$ cat config.mk
export PLATFORM = sky130hd
export DESIGN_NAME = adcsp_top
export DESIGN_NICKNAME = d
export VERILOG_FILES = /design/src/logic/adcsp_pkg.sv /design/src/logic/adcsp_top.sv /design/src/logic/adcsp_result_mem.sv
export SDC_FILE = /design/constraint.sdc
export NUM_CORES = 1
export LEC_CHECK = 0
export ABC_CLOCK_PERIOD_IN_PS = 7000
export BUFFER_PORTS_ARGS = -buffer_cell sky130_fd_sc_hd__buf_2
export CAP_MARGIN = 10
export CORE_MARGIN = 8
export CORE_UTILIZATION = 25
export CTS_BUF_LIST = sky130_fd_sc_hd__clkbuf_2
export DETAILED_ROUTE_END_ITERATION = 7
export PLACE_DENSITY_LB_ADDON = 0.08
export SETUP_SLACK_MARGIN = 0.3
export SYNTH_ARGS = -nofsm -noshare
export SYNTH_HDL_FRONTEND = slang
export SYNTH_SLANG_ARGS = --single-unit
export TNS_END_PERCENT = 20
$ cat constraint.sdc
create_clock -name mclk -period 7 [get_ports mclk]
set_input_delay 0.7 -clock mclk [delete_from_list [all_inputs] [get_ports mclk]]
set_output_delay 0.7 -clock mclk [all_outputs]
set_load 0.05 [all_outputs]
$ cat src/logic/adcsp_pkg.sv
/*
 * Shared constants for the converter sequencer: register map, field
 * positions, reset values and the sequencer state type.
 * Assumes a single system clock and a 5-bit word-indexed register port.
 */
`default_nettype none
package adcsp_pkg;

    // Widths
    localparam int AW    = 5;
    localparam int DW    = 16;
    localparam int RW    = 10;
    localparam int CHW   = 4;
    localparam int NSLOT = 9;

    // Register offsets (word index)
    localparam logic [AW-1:0] OFS_MODE0    = 5'h00;
    localparam logic [AW-1:0] OFS_CHAN     = 5'h01;
    localparam logic [AW-1:0] OFS_PRIO     = 5'h02;
    localparam logic [AW-1:0] OFS_TRIG     = 5'h03;
    localparam logic [AW-1:0] OFS_MONCTL   = 5'h04;
    localparam logic [AW-1:0] OFS_MONCMP   = 5'h05;
    localparam logic [AW-1:0] OFS_RES_FIRST = 5'h08;
    localparam logic [AW-1:0] OFS_RES_LAST = 5'h0f;
    localparam logic [AW-1:0] OFS_PRES     = 5'h10;

    // Field positions
    localparam int B_START   = 0;
    localparam int B_SCAN    = 1;
    localparam int B_REPEAT  = 2;
    localparam int B_ITM     = 3;
    localparam int B_PSTART  = 5;
    localparam int B_TRG     = 4;
    localparam int B_MON_DIR = 4;
    localparam int B_MON_EN  = 7;
    localparam int T_P_EN    = 3;
    localparam int T_P_SRC   = 2;
    localparam int T_N_EN    = 1;
    localparam int T_N_SRC   = 0;

    // Interval field codes
    localparam logic [1:0] ITM_EVERY1 = 2'h0;
    localparam logic [1:0] ITM_EVERY4 = 2'h1;
    localparam logic [1:0] ITM_EVERY8 = 2'h2;

    // Counts, slots and reset values
    localparam logic [2:0]     LAST_OF4  = 3'h3;
    localparam logic [2:0]     LAST_OF8  = 3'h7;
    localparam logic [CHW-1:0] PRIO_SLOT = 4'h8;
    localparam logic           PIN_IDLE  = 1'b1;

    typedef enum logic [1:0] {
        ADCSP_IDLE,
        ADCSP_NORMAL,
        ADCSP_PRIO
    } adcsp_state_t;

endpackage
`default_nettype wire

$ cat src/logic/adcsp_top.sv
/*
 * Converter sequencer: normal modes, priority conversion, result
 * mapping and result monitor, with its register port.
 * Assumes a converter core that starts on conv_start (a start while it
 * runs aborts and restarts it) and answers with one conv_done pulse.
 */
// The placing of the registers and the strobed register port were left to the implementer.
// Notes on behaviour
// - Scan repeat: each full scan sets end flag and interrupt, busy stays one.
// - Reading the mode register clears the normal end flag.
// - Repeat bit cleared: finish current conversion, stop, clear busy.
// - Priority conversion is always fixed-channel single, mode bits ignored.
// - Priority done: interrupt, priority end flag set, priority busy cleared.
// - Reading the priority register clears the priority end flag.
// - Fixed single: end flag and interrupt after one conversion, busy zero.
// - Fixed repeat interval codes 00, 01, 10 mean every 1, 4, 8 conversions.
// - Scan single: end flag and interrupt once after scan, busy zero.
// - Priority starts by software bit or trigger chosen by trigger bits 7:6.
// - Priority preempts normal conversion; normal resumes at interrupted channel.
// - Priority request while priority busy is ignored.
// - Monitor compares selected result to compare value, direction chosen.
// - Monitor compares on every write to the monitored slot.
// - Fixed repeat: slot zero only for every-one, slots 0-3 for every-four.
// - Other modes store in slot channel modulo eight.
// - Writing one to the normal start bit starts the selected mode.
// - Normal busy set at start; kept with end flag during priority.
`default_nettype none
module adcsp_top (
    // Clock and reset
    input  wire logic                       mclk,
    input  wire logic                       rst_b,
    // Register port
    input  wire logic [adcsp_pkg::AW-1:0]   reg_addr,
    input  wire logic [adcsp_pkg::DW-1:0]   reg_wdata,
    input  wire logic                       reg_wr,
    input  wire logic                       reg_rd,
    output logic      [adcsp_pkg::DW-1:0]   reg_rdata,
    // Hardware triggers
    input  wire logic                       trig_pin_n,
    input  wire logic                       trig_timer_norm,
    input  wire logic                       trig_timer_prio,
    // Converter core
    output logic                            conv_start,
    output logic      [adcsp_pkg::CHW-1:0]  conv_chan,
    input  wire logic                       conv_done,
    input  wire logic [adcsp_pkg::RW-1:0]   conv_result,
    // Events
    output logic                            conv_done_irq,
    output logic                            prio_done_irq,
    output logic                            monitor_irq
);
    import adcsp_pkg::*;

    ////////////////////////////////////////////////////////////////////////
    typedef struct packed {
        adcsp_state_t   st;
        logic           rd_ctl;
        logic [DW-1:0]  rdata;
        logic           scan;
        logic           repeat_bit;
        logic [1:0]     itm;
        logic [CHW-1:0] chan;
        logic [CHW-1:0] pchan;
        logic [3:0]     trig;
        logic           mon_en;
        logic           mon_dir;
        logic [CHW-1:0] mon_sel;
        logic [RW-1:0]  mon_cmp;
        logic           nbusy;
        logic           nend;
        logic           pbusy;
        logic           pend;
        logic           m_scan;
        logic           m_rep;
        logic [CHW-1:0] cur_ch;
        logic [2:0]     cnt;
        logic           resume;
        logic           start;
        logic [CHW-1:0] cch;
        logic           irq_n;
        logic           irq_p;
        logic           irq_m;
        logic           pin_q;
    } adcsp_regs_t;

    adcsp_regs_t    r;
    adcsp_regs_t    n;
    logic           rst_q1;
    logic           rst_n;
    logic           fixed_rep;
    logic [2:0]     last_cnt;
    logic           unit_end;
    logic [CHW-1:0] norm_idx;
    logic           mem_we;
    logic [CHW-1:0] mem_widx;
    logic           pin_fall;
    logic           hw_norm;
    logic           hw_prio;
    logic           sw_nstart;
    logic           prio_req;
    logic           mon_hit;
    logic           rd_res;
    logic [DW-1:0]  mem_rd;

    ////////////////////////////////////////////////////////////////////////
    // Reset release through two flops
    always_ff @(posedge mclk or negedge rst_b) begin
        if (!rst_b) begin
            rst_q1 <= 1'b0;
            rst_n  <= 1'b0;
        end else begin
            rst_q1 <= 1'b1;
            rst_n  <= rst_q1;
        end
    end

    ////////////////////////////////////////////////////////////////////////
    assign fixed_rep = r.m_rep && !r.m_scan;
    // Interval code 11 is reserved and behaves as every conversion
    assign last_cnt = (r.itm == ITM_EVERY4) ? LAST_OF4 :
                      (r.itm == ITM_EVERY8) ? LAST_OF8 : 3'h0;
    assign unit_end = r.m_scan ? (r.cur_ch >= r.chan) :
                      (!r.m_rep || (r.cnt == last_cnt));
    assign norm_idx = !fixed_rep ? {1'b0, r.cur_ch[2:0]} :
                      (r.itm == ITM_EVERY4) ? {2'b00, r.cnt[1:0]} :
                      (r.itm == ITM_EVERY8) ? {1'b0, r.cnt} : 4'h0;
    assign mem_we   = conv_done && (r.st != ADCSP_IDLE);
    assign mem_widx = (r.st == ADCSP_PRIO) ? PRIO_SLOT : norm_idx;

    assign pin_fall  = r.pin_q && !trig_pin_n;
    assign hw_norm   = r.trig[T_N_EN] && (r.trig[T_N_SRC] ? trig_timer_norm : pin_fall);
    assign hw_prio   = r.trig[T_P_EN] && (r.trig[T_P_SRC] ? trig_timer_prio : pin_fall);
    assign sw_nstart = reg_wr && (reg_addr == OFS_MODE0) && reg_wdata[B_START];
    assign prio_req  = hw_prio ||
                       (reg_wr && (reg_addr == OFS_PRIO) && reg_wdata[B_PSTART]);

    assign mon_hit = r.mon_en && mem_we && (mem_widx == r.mon_sel) &&
                     (r.mon_dir ? (conv_result > r.mon_cmp) : (conv_result < r.mon_cmp));

    assign rd_res = ((reg_addr >= OFS_RES_FIRST) && (reg_addr <= OFS_RES_LAST)) ||
                    (reg_addr == OFS_PRES);

    adcsp_result_mem u_mem (
        .mclk    (mclk),
        .rst_n   (rst_n),
        .wr_en   (mem_we),
        .wr_idx  (mem_widx),
        .wr_data (conv_result),
        .rd_en   (reg_rd && rd_res),
        .rd_idx  ((reg_addr == OFS_PRES) ? PRIO_SLOT : {1'b0, reg_addr[2:0]}),
        .rd_data (mem_rd)
    );

    ////////////////////////////////////////////////////////////////////////
    always_comb begin
        n        = r;
        n.start  = 1'b0;
        n.irq_n  = 1'b0;
        n.irq_p  = 1'b0;
        n.irq_m  = mon_hit;
        n.pin_q  = trig_pin_n;
        n.rdata  = '0;
        n.rd_ctl = !(reg_rd && rd_res);

        // Reads first, so a flag set later in this cycle wins over the clear
        if (reg_rd) begin
            unique case (reg_addr)
                OFS_MODE0: begin
                    n.rdata = {8'h00, r.nend, r.nbusy, 1'b0, r.itm,
                               r.repeat_bit, r.scan, 1'b0};
                    n.nend  = 1'b0;
                end
                OFS_CHAN:   n.rdata = {12'h000, r.chan};
                OFS_PRIO: begin
                    n.rdata = {8'h00, r.pend, r.pbusy, 2'b00, r.pchan};
                    n.pend  = 1'b0;
                end
                OFS_TRIG:   n.rdata = {8'h00, r.trig, 4'h0};
                OFS_MONCTL: n.rdata = {8'h00, r.mon_en, 2'b00, r.mon_dir, r.mon_sel};
                OFS_MONCMP: n.rdata = {{(DW-RW){1'b0}}, r.mon_cmp};
                default:    n.rdata = '0;
            endcase
        end

        if (reg_wr) begin
            unique case (reg_addr)
                OFS_MODE0: begin
                    n.scan       = reg_wdata[B_SCAN];
                    n.repeat_bit = reg_wdata[B_REPEAT];
                    n.itm        = reg_wdata[B_ITM +: 2];
                end
                OFS_CHAN:   n.chan    = reg_wdata[CHW-1:0];
                OFS_PRIO:   n.pchan   = reg_wdata[CHW-1:0];
                OFS_TRIG:   n.trig    = reg_wdata[B_TRG +: 4];
                OFS_MONCTL: begin
                    n.mon_sel = reg_wdata[CHW-1:0];
                    n.mon_dir = reg_wdata[B_MON_DIR];
                    n.mon_en  = reg_wdata[B_MON_EN];
                end
                OFS_MONCMP: n.mon_cmp = reg_wdata[RW-1:0];
                default: begin
                end
            endcase
        end

        // Conversion finished
        if (conv_done) begin
            unique case (r.st)
                ADCSP_NORMAL: begin
                    n.cnt = unit_end ? 3'h0 : r.cnt + 3'h1;
                    if (unit_end) begin
                        n.nend  = 1'b1;
                        n.irq_n = 1'b1;
                    end
                    if ((!r.m_rep && unit_end) || (r.m_rep && !r.repeat_bit)) begin
                        n.nbusy = 1'b0;
                        n.st    = ADCSP_IDLE;
                    end else begin
                        n.cur_ch = !r.m_scan ? r.cur_ch :
                                   (unit_end ? 4'h0 : r.cur_ch + 4'h1);
                        n.start  = 1'b1;
                        n.cch    = n.cur_ch;
                    end
                end
                ADCSP_PRIO: begin
                    n.pend  = 1'b1;
                    n.pbusy = 1'b0;
                    n.irq_p = 1'b1;
                    n.st    = r.resume ? ADCSP_NORMAL : ADCSP_IDLE;
                    if (r.resume) begin
                        n.start  = 1'b1;
                        n.cch    = r.cur_ch;
                        n.resume = 1'b0;
                    end
                end
                ADCSP_IDLE: begin
                end
                default: n.st = ADCSP_IDLE;
            endcase
        end

        // A start while normal or priority busy is dropped; a start is taken again once busy has cleared
        if ((sw_nstart || hw_norm) && !n.nbusy && !n.pbusy) begin
            n.nbusy  = 1'b1;
            n.m_scan = n.scan;
            n.m_rep  = n.repeat_bit;
            n.cur_ch = n.scan ? 4'h0 : n.chan;
            n.cnt    = 3'h0;
            n.st     = ADCSP_NORMAL;
            n.start  = 1'b1;
            n.cch    = n.cur_ch;
        end

        // Priority ignores mode bits; normal flags stay as they were
        if (prio_req && !r.pbusy) begin
            n.pbusy  = 1'b1;
            n.resume = (n.st == ADCSP_NORMAL);
            n.st     = ADCSP_PRIO;
            n.start  = 1'b1;
            n.cch    = n.pchan;
        end
    end

    always_ff @(posedge mclk or negedge rst_n) begin
        if (!rst_n) begin
            r       <= '0;
            r.pin_q <= PIN_IDLE;
        end else begin
            r <= n;
        end
    end

    ////////////////////////////////////////////////////////////////////////
    assign reg_rdata     = r.rd_ctl ? r.rdata : mem_rd;
    assign conv_start    = r.start;
    assign conv_chan     = r.cch;
    assign conv_done_irq = r.irq_n;
    assign prio_done_irq = r.irq_p;
    assign monitor_irq   = r.irq_m;
endmodule
`default_nettype wire

$ cat src/logic/adcsp_result_mem.sv
/*
 * Result store: eight normal result slots and one priority slot, each
 * with a stored flag and an overrun flag. Read data come from a register.
 * Assumes at most one write and one read per cycle.
 */
`default_nettype none
module adcsp_result_mem (
    // Clock and reset
    input  wire logic                       mclk,
    input  wire logic                       rst_n,
    // Write side
    input  wire logic                       wr_en,
    input  wire logic [adcsp_pkg::CHW-1:0]  wr_idx,
    input  wire logic [adcsp_pkg::RW-1:0]   wr_data,
    // Read side
    input  wire logic                       rd_en,
    input  wire logic [adcsp_pkg::CHW-1:0]  rd_idx,
    output logic      [adcsp_pkg::DW-1:0]   rd_data
);
    import adcsp_pkg::*;

    typedef struct packed {
        logic [NSLOT-1:0][RW+1:0] ent;
        logic [DW-1:0]            rd;
    } adcsp_mem_t;

    adcsp_mem_t r;
    adcsp_mem_t n;

    always_comb begin
        n = r;
        if (rd_en) begin
            n.rd = {r.ent[rd_idx][RW+1], r.ent[rd_idx][RW],
                    {(DW-RW-2){1'b0}}, r.ent[rd_idx][RW-1:0]};
            // Only a read releases the flags; an unread slot keeps both set
            n.ent[rd_idx][RW+1:RW] = 2'b00;
        end
        // A new result wins over a read clear in the same cycle
        if (wr_en) begin
            n.ent[wr_idx] = {1'b1, r.ent[wr_idx][RW+1], wr_data};
        end
    end

    always_ff @(posedge mclk or negedge rst_n) begin
        if (!rst_n) begin
            r <= '0;
        end else begin
            r <= n;
        end
    end

    assign rd_data = r.rd;

endmodule
`default_nettype wire

Yosys cells after proc, flatten, opt, wreduce, memory -nomap -nowiden
Cells that the tools add are included.
{ "op_classes": {"addsub": 2, "magnitude_cmp": 9, "eq_ne": 16, "n_mux": 67, "n_reduce_logical": 51} }
{ "op_table": {"columns": ["operator", "n"], "rows": [
  ["$bwmux 108", 2],
  ["$mux 124", 1],
  ["$mux 108", 1],
  ["$bmux 12 s4", 2],
  ["$demux 12 s4", 2],
  ["$pmux 10 s6", 1],
  ["$mux 12", 4],
  ["$mux 4", 11],
  ["$mux 32", 1],
  ["$logic_and 1x1->1", 21],
  ["$mux 10", 2],
  ["$mux 3", 6],
  ["$mux 1", 17],
  ["$mux 16", 1],
  ["$mux 15", 1],
  ["$mux 5", 3],
  ["$mux 7", 2],
  ["$mux 2", 6],
  ["$mux 6", 2],
  ["$reduce_and 2->1", 6],
  ["$eq 5x2->1 const B", 2],
  ["$eq 5x3->1 const B", 2],
  ["$gt 10x10->1", 1],
  ["$lt 10x10->1", 1],
  ["27 further kinds", 47]
]} }
{ "word_totals": {"regBits": 196, "input_bits": 39, "out_inout_bits": 24} }

Logic depth before layout (Yosys ltp)
Gate-level depths: netlist of run 1.
{ "depth": {"depth_word": 17, "depth_mapped": 10, "depth_no_buf": 8} }

Cells and area by module
A second synthesis of run 1 with hierarchy kept.
{ "hier_totals": {"cells_unflattened": 802, "hier_area_um2": 9791.9} }
{ "by_module_without_submodules": {"columns": ["mod", "instances", "cells_per_inst", "area_per_inst_um2", "seq_area_each_um2"], "rows": [
  ["adcsp_result_mem", 1, 393, 5619.1, 3002.9],
  ["adcsp_top", 1, 409, 4172.8, 1752.9]
]} }

Worst setup path before layout of run 1
No wires, ideal clock.
{ "synth_path": {"kind": "input -> register", "start": "in reg_addr[1] (netlist bit)", "end": "reg u_mem.r (netlist bit u_mem.rd_data[5])", "setup_ns": 0.141, "arrival_ns": 2.289, "required_ns": 6.859, "path_slack_ns": 4.570, "cell_stages": 6, "path_buffers": 3, "cell_sequence": "clkbuf_1 > buf_1 > buf_1 > mux4_2 > a22oi_1 > a31oi_1"} }
{ "synth_via": {"elab_chain_cells": 4} }
{ "synth_lines": {"columns": ["element", "line_no", "source"], "rows": [
  ["start, declared", "adcsp_top.sv:33", "input wire logic [adcsp_pkg::AW-1:0] reg_addr,"],
  ["$eq 5x5->1, or another cell as far along", "adcsp_top.sv:141, adcsp_top.sv:150", null],
  ["$mux 4 / $logic_and 1x1->1 (equally long branches)", "adcsp_top.sv:150, adcsp_top.sv:140", null],
  ["$bmux 12 s4 / $logic_or 1x1->1 (equally long branches)", "adcsp_result_mem.sv:34, adcsp_top.sv:140", null],
  ["$mux 12 (not written as such) / $logic_and 1x1->1 (equally long branches)", "adcsp_result_mem.sv:34, adcsp_top.sv:149", null],
  ["end signal, assigned", "adcsp_result_mem.sv:48", "r <= n;"],
  ["end, declared", "adcsp_result_mem.sv:27", "adcsp_mem_t r;"]
]} }
Several ways; a longest one is shown, not always the timed one. The select of a mux whose other input is x is not followed.
A chain may end at the register's enable or synchronous reset.

Worst setup path after layout of run 1
{ "layout_path": {"start": "reg r[13] (netlist bit)", "end": "reg r[9] (netlist bit)"} }
{ "layout_via": {"elab_chain_cells": 13} }
{ "layout_lines": {"columns": ["element", "line_no", "source"], "rows": [
  ["start, declared", "adcsp_top.sv:86", "adcsp_regs_t r;"],
  ["start signal, assigned", "adcsp_top.sv:269", "r <= n;"],
  ["$ge 4x4->1 (*)", "adcsp_top.sv:122", "assign unit_end = r.m_scan ? (r.cur_ch >= r.chan) :"],
  ["$mux 1 (*)", "adcsp_top.sv:122", null],
  ["$logic_and 1x1->1 (*)", "adcsp_top.sv:215", "if ((!r.m_rep && unit_end) || (r.m_rep && !r.repeat_bit)) begin"],
  ["$logic_or 1x1->1 (*)", "adcsp_top.sv:215", null],
  ["$mux 1", "adcsp_top.sv:215", null],
  ["$mux 2", "adcsp_top.sv:208", "unique case (r.st)"],
  ["$mux 4", "adcsp_top.sv:207", "if (conv_done) begin"],
  ["$logic_not 1->1", "adcsp_top.sv:243", "if ((sw_nstart || hw_norm) && !n.nbusy && !n.pbusy) begin"],
  ["$logic_and 1x1->1 (2 in series)", "adcsp_top.sv:243", null],
  ["$mux 2 (*)", "adcsp_top.sv:243", null],
  ["$eq 2x1->1 (*)", "adcsp_top.sv:257", "n.resume = (n.st == ADCSP_NORMAL);"],
  ["$mux 6 (*)", "adcsp_top.sv:255", "if (prio_req && !r.pbusy) begin"]
]} }
Every way passes the cells marked *; elsewhere a longest branch is shown, timed or not.

==> results.py, run 1 <==
metrics = {
    "finish": {
        "layout-drive-gt1-share_pct": 28.7,
        "multi_input_area_sq_um": 4410,
        "nets": 914,
        "mostFrequentLayoutCells": "dfrtp_1, mux2_2, nand2_1, buf_2, nor2_1",
        "syn2layout_area_growth_pct": 11.6,
        "mostFrequentLayoutCell": "dfrtp_1",
        "fillCellCount": 3944,
        "seq_area_sq_um": 4760,
        "fin_cells": 1380,
    },
    "critical_path": {
        "worstSetupEndpointType": "flip-flop",
        "crit_chain": "inv_1 -> ha_1 -> nor3b_1 -> o211ai_1 -> o21ai_0 -> o2bb2a_1 -> a211oi_1 -> o31ai_1",
        "worstSetupPathType": "reg -> reg",
        "r2r-start": "r[13]",
        "cp.depth": 8,
        "r2r_cells": 8,
        "cp_slowest_cell": "o211ai_1",
        "cp.required_ns": 7.73,
        "cpLargestDelayFamily": "compound AO/OA/AOI/OAI gates",
        "slowest_delay_ns": 0.72,
        "startpoint_type": "flip-flop",
        "critPathBufInv": 1,
        "worstPathArrival_ns": 3.99,
        "crit_start": "r[13]",
        "critPathMaxFanout": 11,
    },
    "clock_tree": {
        "numCtsBuffers": 17,
        "clk_path_buf_depth": 2,
        "cts_tree": "yes",
        "root_buffer": "clkbuf_2",
        "clkTransAtPathRegs_ns": 0.33,
        "cts_setup_buffers": 0,
        "clk_latency_ns": 0.88,
        "cts_sinks": 190,
        "cts_htree_levels": 4,
        "cts_resized": 0,
        "cts_hold_buf": 8,
    },
    "timing": {
        "setup-violations-final": 0,
        "hold_ws_ns": 0.131,
        "finalHoldViolations": 0,
        "worst_slew_pin_slew_ns": 1.06,
        "skew_ns": 0.0655,
        "fin_setup_tns_ns": 0,
        "finalCritPeriodShare_pct": 46.5,
        "rsz0062_at_grt": "false",
        "maxClockFrequency_ghz": 0.307,
        "maxSlewHeadroom_pct": 29.2,
        "finalCriticalPeriod_ns": 3.26,
        "final-max-slew-violation-count": 0,
    },
    "place": {
        "place_hpwl_um": 20100,
        "placed_cells": 1336,
        "gp_congestion": 0.761,
        "portBuffers": 52,
    },
    "drt": {
        "wl_per_cell_um": 21.6,
        "drt_pass1_iterations": 4,
        "routed_wirelength_um": 29800,
        "via_per_inst": 4.72,
        "vias": 6520,
        "antenna_left": 0,
        "drcViolationCount": 0,
        "drt_iter0_drc": 437,
    },
    "logic_synthesis": {
        "async_flop_share_pct": 100,
        "synth_area_sq_um": 9510,
        "ys_warn_count": 0,
        "syn_inst": 812,
        "synth-edff-count": 0,
        "ys_seq_area_share_pct": 50.0,
        "synthFlopType": "dfrtp_1",
        "avgSynthCellArea_sq_um": 11.7,
        "synth_seq_cells": 190,
        "synth.distinct_cells": 64,
    },
    "global_routing": {
        "antenna_found_initial": 4,
        "grt_util_all_layers_pct": 13.8,
        "grt_pass1_vias": 6909,
        "grt_max_degree": 128,
        "grt-ovfl-total": 0,
        "grt_pass1_wl_um": 45700,
    },
    "floorplanning": {
        "start_util_pct": 25.3,
        "die-area_sq_um": 44500,
        "die_x_um": 211,
        "num_rows": 71,
        "die_y_um": 211,
        "io_pins": 63,
        "coreArea_sq_um": 37600,
    },
    "job": {
        "cap_violations": 0,
    },
    "worst_hold_path": {
        "worstHoldStart": "reg_wdata[4]",
        "worstHoldPathCells": 2,
        "hold_class": "in -> reg",
    },
    "pwr": {
        "p_per_area_nw_per_um2": 292,
        "irDropWorstVdd_uv": 102,
        "p_leak_nw": 4.76,
    },
    "outcome": {
        "status": "completed",
    },
}
-- per-layer routing --
layer | GRT usage, % | share of wire, %
met5 | 0 | 0.091
met4 | 3.04 | 1.1
met3 | 3.38 | 4.9
met2 | 21.1 | 45
met1 | 19.4 | 49
-- worst paths after layout --
check / end / slack (ns)
max reg2reg: r[9] / 3.74
min: r[37] / 0.13
max in group asynchronous: r[60] / 5.31
min in group asynchronous: u_mem.r[71] / 0.43
min reg2reg: rst_n / 0.40
max: r[9] / 3.74
-- metrics by stage --
stage          instance area, sq um  total power, mW  utilization (%)  worst slack (ns)
6_report                      10600             3.10             28.2              3.74
5_1_grt                       10600             3.34             28.2              3.52
4_1_cts                       10600             3.16             28.2              3.79
3_5_place_dp                  10300             2.53             27.3              3.58
3_3_place_gp                  10300             2.52             27.3              3.54
2_1_floorplan                  9520             2.24                -              1.32
-- flip-flops by register name, indices dropped and copies added (netlist names) --
register and cells:
u_mem.r 108, conv_start 1, conv_done_irq 1, rst_q1 1, prio_done_irq 1, r 60
conv_chan 4, u_mem.rd_data 12, monitor_irq 1, rst_n 1
-- area by class of cell --
| cell class | instances | share of cell area (%) |
|---|---|---|
| Timing Repair Buffer | 70 | 4.03 |
| Antenna cell | 4 | 0.0943 |
| Tap cell | 511 | 6.02 |
| Inverter | 31 | 1.10 |
| Clock inverter | 15 | 1.59 |
| Multi-Input combinational cell | 542 | 41.5 |
| Sequential cell | 190 | 44.8 |
| Clock buffer | 17 | 0.802 |
-- where the power goes --
| part | switching [mW] | total (mW) | internal, mW |
|---|---|---|---|
| clock network | 0.457 | 0.608 | 0.151 |
| logic | 0.519 | 0.936 | 0.417 |
| registers | 0.204 | 1.56 | 1.35 |
-- logic make-up after synthesis --
kind of cell / Yosys count / synth area share, %
compound gates: 144 / 10.5
buf+inv: 83 / 3.79
flops: 190 / 50.0
fa+ha+maj: 23 / 3.03
xor+xnor: 3 / 0.276
mux: 160 / 21.7
other cells: 2 / 0.0790
simple gates: 207 / 10.6
-- Yosys cell counts, types with 3 or more instances --
master / number / area [sq um]
o211ai_1: 11 / 82.6
nor2_1: 40 / 150
mux2i_1: 11 / 110
inv_1: 31 / 116
ha_1: 23 / 288
nand3_1: 16 / 80.1
or2_1: 4 / 25.0
o21ai_0: 23 / 115
a32oi_1: 3 / 26.3
a21oi_1: 18 / 90.1
nand2_1: 82 / 308
o31ai_1: 4 / 30.0
nor3_1: 7 / 35.0
a21o_1: 7 / 52.6
a31oi_1: 18 / 113
nor3b_1: 7 / 52.6
o221ai_1: 4 / 35.0
a22oi_1: 28 / 210
clkbuf_1: 25 / 93.8
mux2_2: 116 / 1310
a22o_1: 4 / 35.0
mux4_2: 24 / 541
dfrtp_1: 189 / 4730
or2_2: 3 / 18.8
o22ai_1: 6 / 37.5
nor2b_1: 12 / 75.1
or3_1: 3 / 18.8
buf_4: 8 / 60.1
nand2b_1: 13 / 81.3
buf_1: 4 / 15.0
and3_1: 6 / 37.5
mux2_1: 8 / 90.1
nand4_1: 3 / 18.8
buf_2: 14 / 70.1
-- worst reg2reg max path, delay by kind of cell (launching register included) --
family | cells | cell delay, ns
AO/OA/AOI/OAI | 5 | 2.02
flip-flops | 1 | 0.59
adder cells (fa/ha/maj) | 1 | 0.22
buffers and inverters | 1 | 0.17
AND/OR/NAND/NOR | 1 | 0.16
No activity file was read; power rests on OpenSTA's default activity.
==> run 2, diff against run 1 <==
Settings changed: ABC_CLOCK_PERIOD_IN_PS 7000 to 3150.
Clock period 7 ns to 3.15 ns, I/O delays scaled along.
==> run 2 against run 1 <==
Against the previous run:
- clock skew fell by 0.013 ns
- sequential share of layout area fell by 2.4 points
- largest power group unchanged
- hold slack improved by 0.14 ns
- first-iteration DRC count fell by 8.5%
- critical path depth did not move
- die area did not move
- global-route usage rose by 0.38 points
- critical endpoint is now conv_chan[2]
- final area rose by 5.6%
- clock power rose to 2.5 times the previous value
==> results.py, run 2 (same netlist as run 1, synthesis figures left out) <==
metrics = {
    "outcome": {
        "status": "completed",
    },
    "floorplanning": {
        "coreArea_sq_um": 37600,
        "die_y_um": 211,
        "num_rows": 71,
        "die-area_sq_um": 44500,
        "die_x_um": 211,
        "io_pins": 63,
        "start_util_pct": 25.3,
    },
    "critical_path": {
        "worstPathArrival_ns": 3.45,
        "worstSetupEndpointType": "flip-flop",
        "startpoint_type": "flip-flop",
        "cp.required_ns": 3.92,
        "worstSetupPathType": "reg -> reg",
        "critPathMaxFanout": 9,
    },
    "drt": {
        "drt_iter0_drc": 400,
        "drt_pass1_iterations": 5,
        "vias": 6716,
        "antenna_left": 0,
        "routed_wirelength_um": 30500,
        "wl_per_cell_um": 21.3,
        "drcViolationCount": 0,
        "via_per_inst": 4.70,
    },
    "timing": {
        "finalCritPeriodShare_pct": 84.9,
        "worst_slew_pin_slew_ns": 0.700,
        "layout_setup_ws_ns": 0.475,
        "maxSlewHeadroom_pct": 52.7,
        "finalHoldViolations": 0,
        "finalCriticalPeriod_ns": 2.67,
        "fin_setup_tns_ns": 0,
        "final-max-slew-violation-count": 0,
        "rsz0062_at_grt": "true",
        "setup-violations-final": 0,
        "skew_ns": 0.0525,
        "maxClockFrequency_ghz": 0.374,
    },
    "global_routing": {
        "grt_pass1_vias": 7001,
        "antenna_found_initial": 2,
        "grt_max_degree": 85,
        "grt_pass1_wl_um": 46600,
        "grt-ovfl-total": 0,
        "grt_util_all_layers_pct": 14.2,
    },
    "clock_tree": {
        "root_buffer": "clkbuf_2",
        "numCtsBuffers": 17,
        "clk_path_buf_depth": 2,
        "cts_tree": "yes",
        "cts_htree_levels": 4,
        "cts_sinks": 190,
        "clk_latency_ns": 0.84,
        "clkTransAtPathRegs_ns": 0.28,
    },
    "finish": {
        "largest_reg_flops": 108,
        "syn2layout_area_growth_pct": 17.9,
        "layout-drive-gt1-share_pct": 30.1,
        "mostFrequentLayoutCells": "dfrtp_1, mux2_2, nand2_1, buf_2, nor2_1",
        "nets": 968,
        "mostFrequentLayoutCell": "dfrtp_1",
        "top_register": "u_mem.r",
    },
    "pwr": {
        "power.switching_mw": 2.57,
        "p_int_mw": 4.67,
        "p_per_area_nw_per_um2": 646,
        "switching_share_pct": 35.5,
        "p_leak_nw": 5.06,
        "seqPwrFrac_pct": 47.0,
        "clockPowerShare_pct": 21.1,
        "combPwrFrac_pct": 31.9,
        "irDropWorstVdd_uv": 237,
    },
    "place": {
        "gp_congestion": 0.786,
        "portBuffers": 52,
        "place_hpwl_um": 21400,
        "dp_slack_ns": 0.416,
    },
    "worst_hold_path": {
        "hold_class": "in -> async",
    },
    "job": {
        "cap_violations": 0,
    },
}
run 2: changes by cell type in the layout (fill, tap and decap cells not counted), moves of 2 or more:
cell,before,now
buf_4,9,31
buf_12,1,7
clkinv_8,2,0
bufinv_16,1,5
inv_8,4,0
diode_2,4,2
dlygate4sd3_1,8,34
run 2: layout make-up:
type | instances | area (sq um)
Fill cell | 3924 | 26400
Sequential cell | 190 | 4760
Multi-Input combinational cell | 542 | 4410
Timing Repair Buffer | 124 | 973
Tap cell | 511 | 639
Clock inverter | 12 | 210
Inverter | 31 | 116
Clock buffer | 18 | 90.1
Antenna cell | 2 | 5.00
run 2: power groups by stage:
stage	Clock [mW]	Combinational, mW	Sequential [mW]
floorplan	0	1.61	3.36
global placement	0	2.28	3.45
detailed placement	0	2.28	3.46
CTS	1.63	2.32	3.41
global route	1.70	2.56	3.49
finish	1.53	2.31	3.40
run 2: metal layers:
layer  routed length [um]  up-vias  part of all wire (%)  GRT usage (%)
li1                     -     3120                     -              -
met1                15300     3462                    50           20.5
met2                13800      115                    45           21.7
met3                 1020       19                   3.3           2.43
met4                  333        0                   1.1           3.28
met5                    0        -                     0              0
run 2: repair_timing:
| action | CTS | global route |
|---|---|---|
| endpoints found under the hold margin | 151 | 0 |
| setup buffers | 0 | 1 |
| setup endpoints to repair | 0 | 7 |
| gates resized for setup | 0 | 1 |
| hold buffers | 34 | 0 |
run 2: path summary, 6_finish.rpt:
kind / slack (ns) / startpoint / cells after the start / endpoint
min in group mclk: 0.28 / reg_wdata[7] / 3 / r[30]
worst max-delay path: 0.48 / r[72] / 8 / conv_chan[2]
worst min register to register: 0.27 / rst_n / 0 / u_mem.r[96]
worst min-delay path: 0.27 / rst_b / 3 / rst_n
worst max register to register: 0.48 / r[72] / 8 / conv_chan[2]
max in group asynchronous: 1.94 / rst_n / 1 / conv_start
run 2: through the flow:
| step | cell area (sq um) | utilization (%) | power (mW) | hold slack, ns | cells |
|---|---|---|---|---|---|
| 6_report | 11200 | 29.8 | 7.24 | 0.272 | 1430 |
| 2_1_floorplan | 9520 | - | 4.97 | 0.0194 | 815 |
| 5_1_grt | 11200 | 29.8 | 7.76 | 0.123 | 1430 |
| 3_3_place_gp | 10500 | 28.1 | 5.73 | 0.105 | 1363 |
| 3_5_place_dp | 10500 | 28.1 | 5.73 | 0.104 | 1363 |
| 4_1_cts | 11200 | 29.8 | 7.36 | 0.140 | 1427 |
run 2: critical path, stage by stage, from the launching register on:
cell	delay, ns
dfrtp_1	0.47
inv_1	0.09
ha_1	0.54
a21bo_2	0.25
nand2_1	0.07
o22a_1	0.30
or3_1	0.52
o221ai_1	0.25
a22o_1	0.16
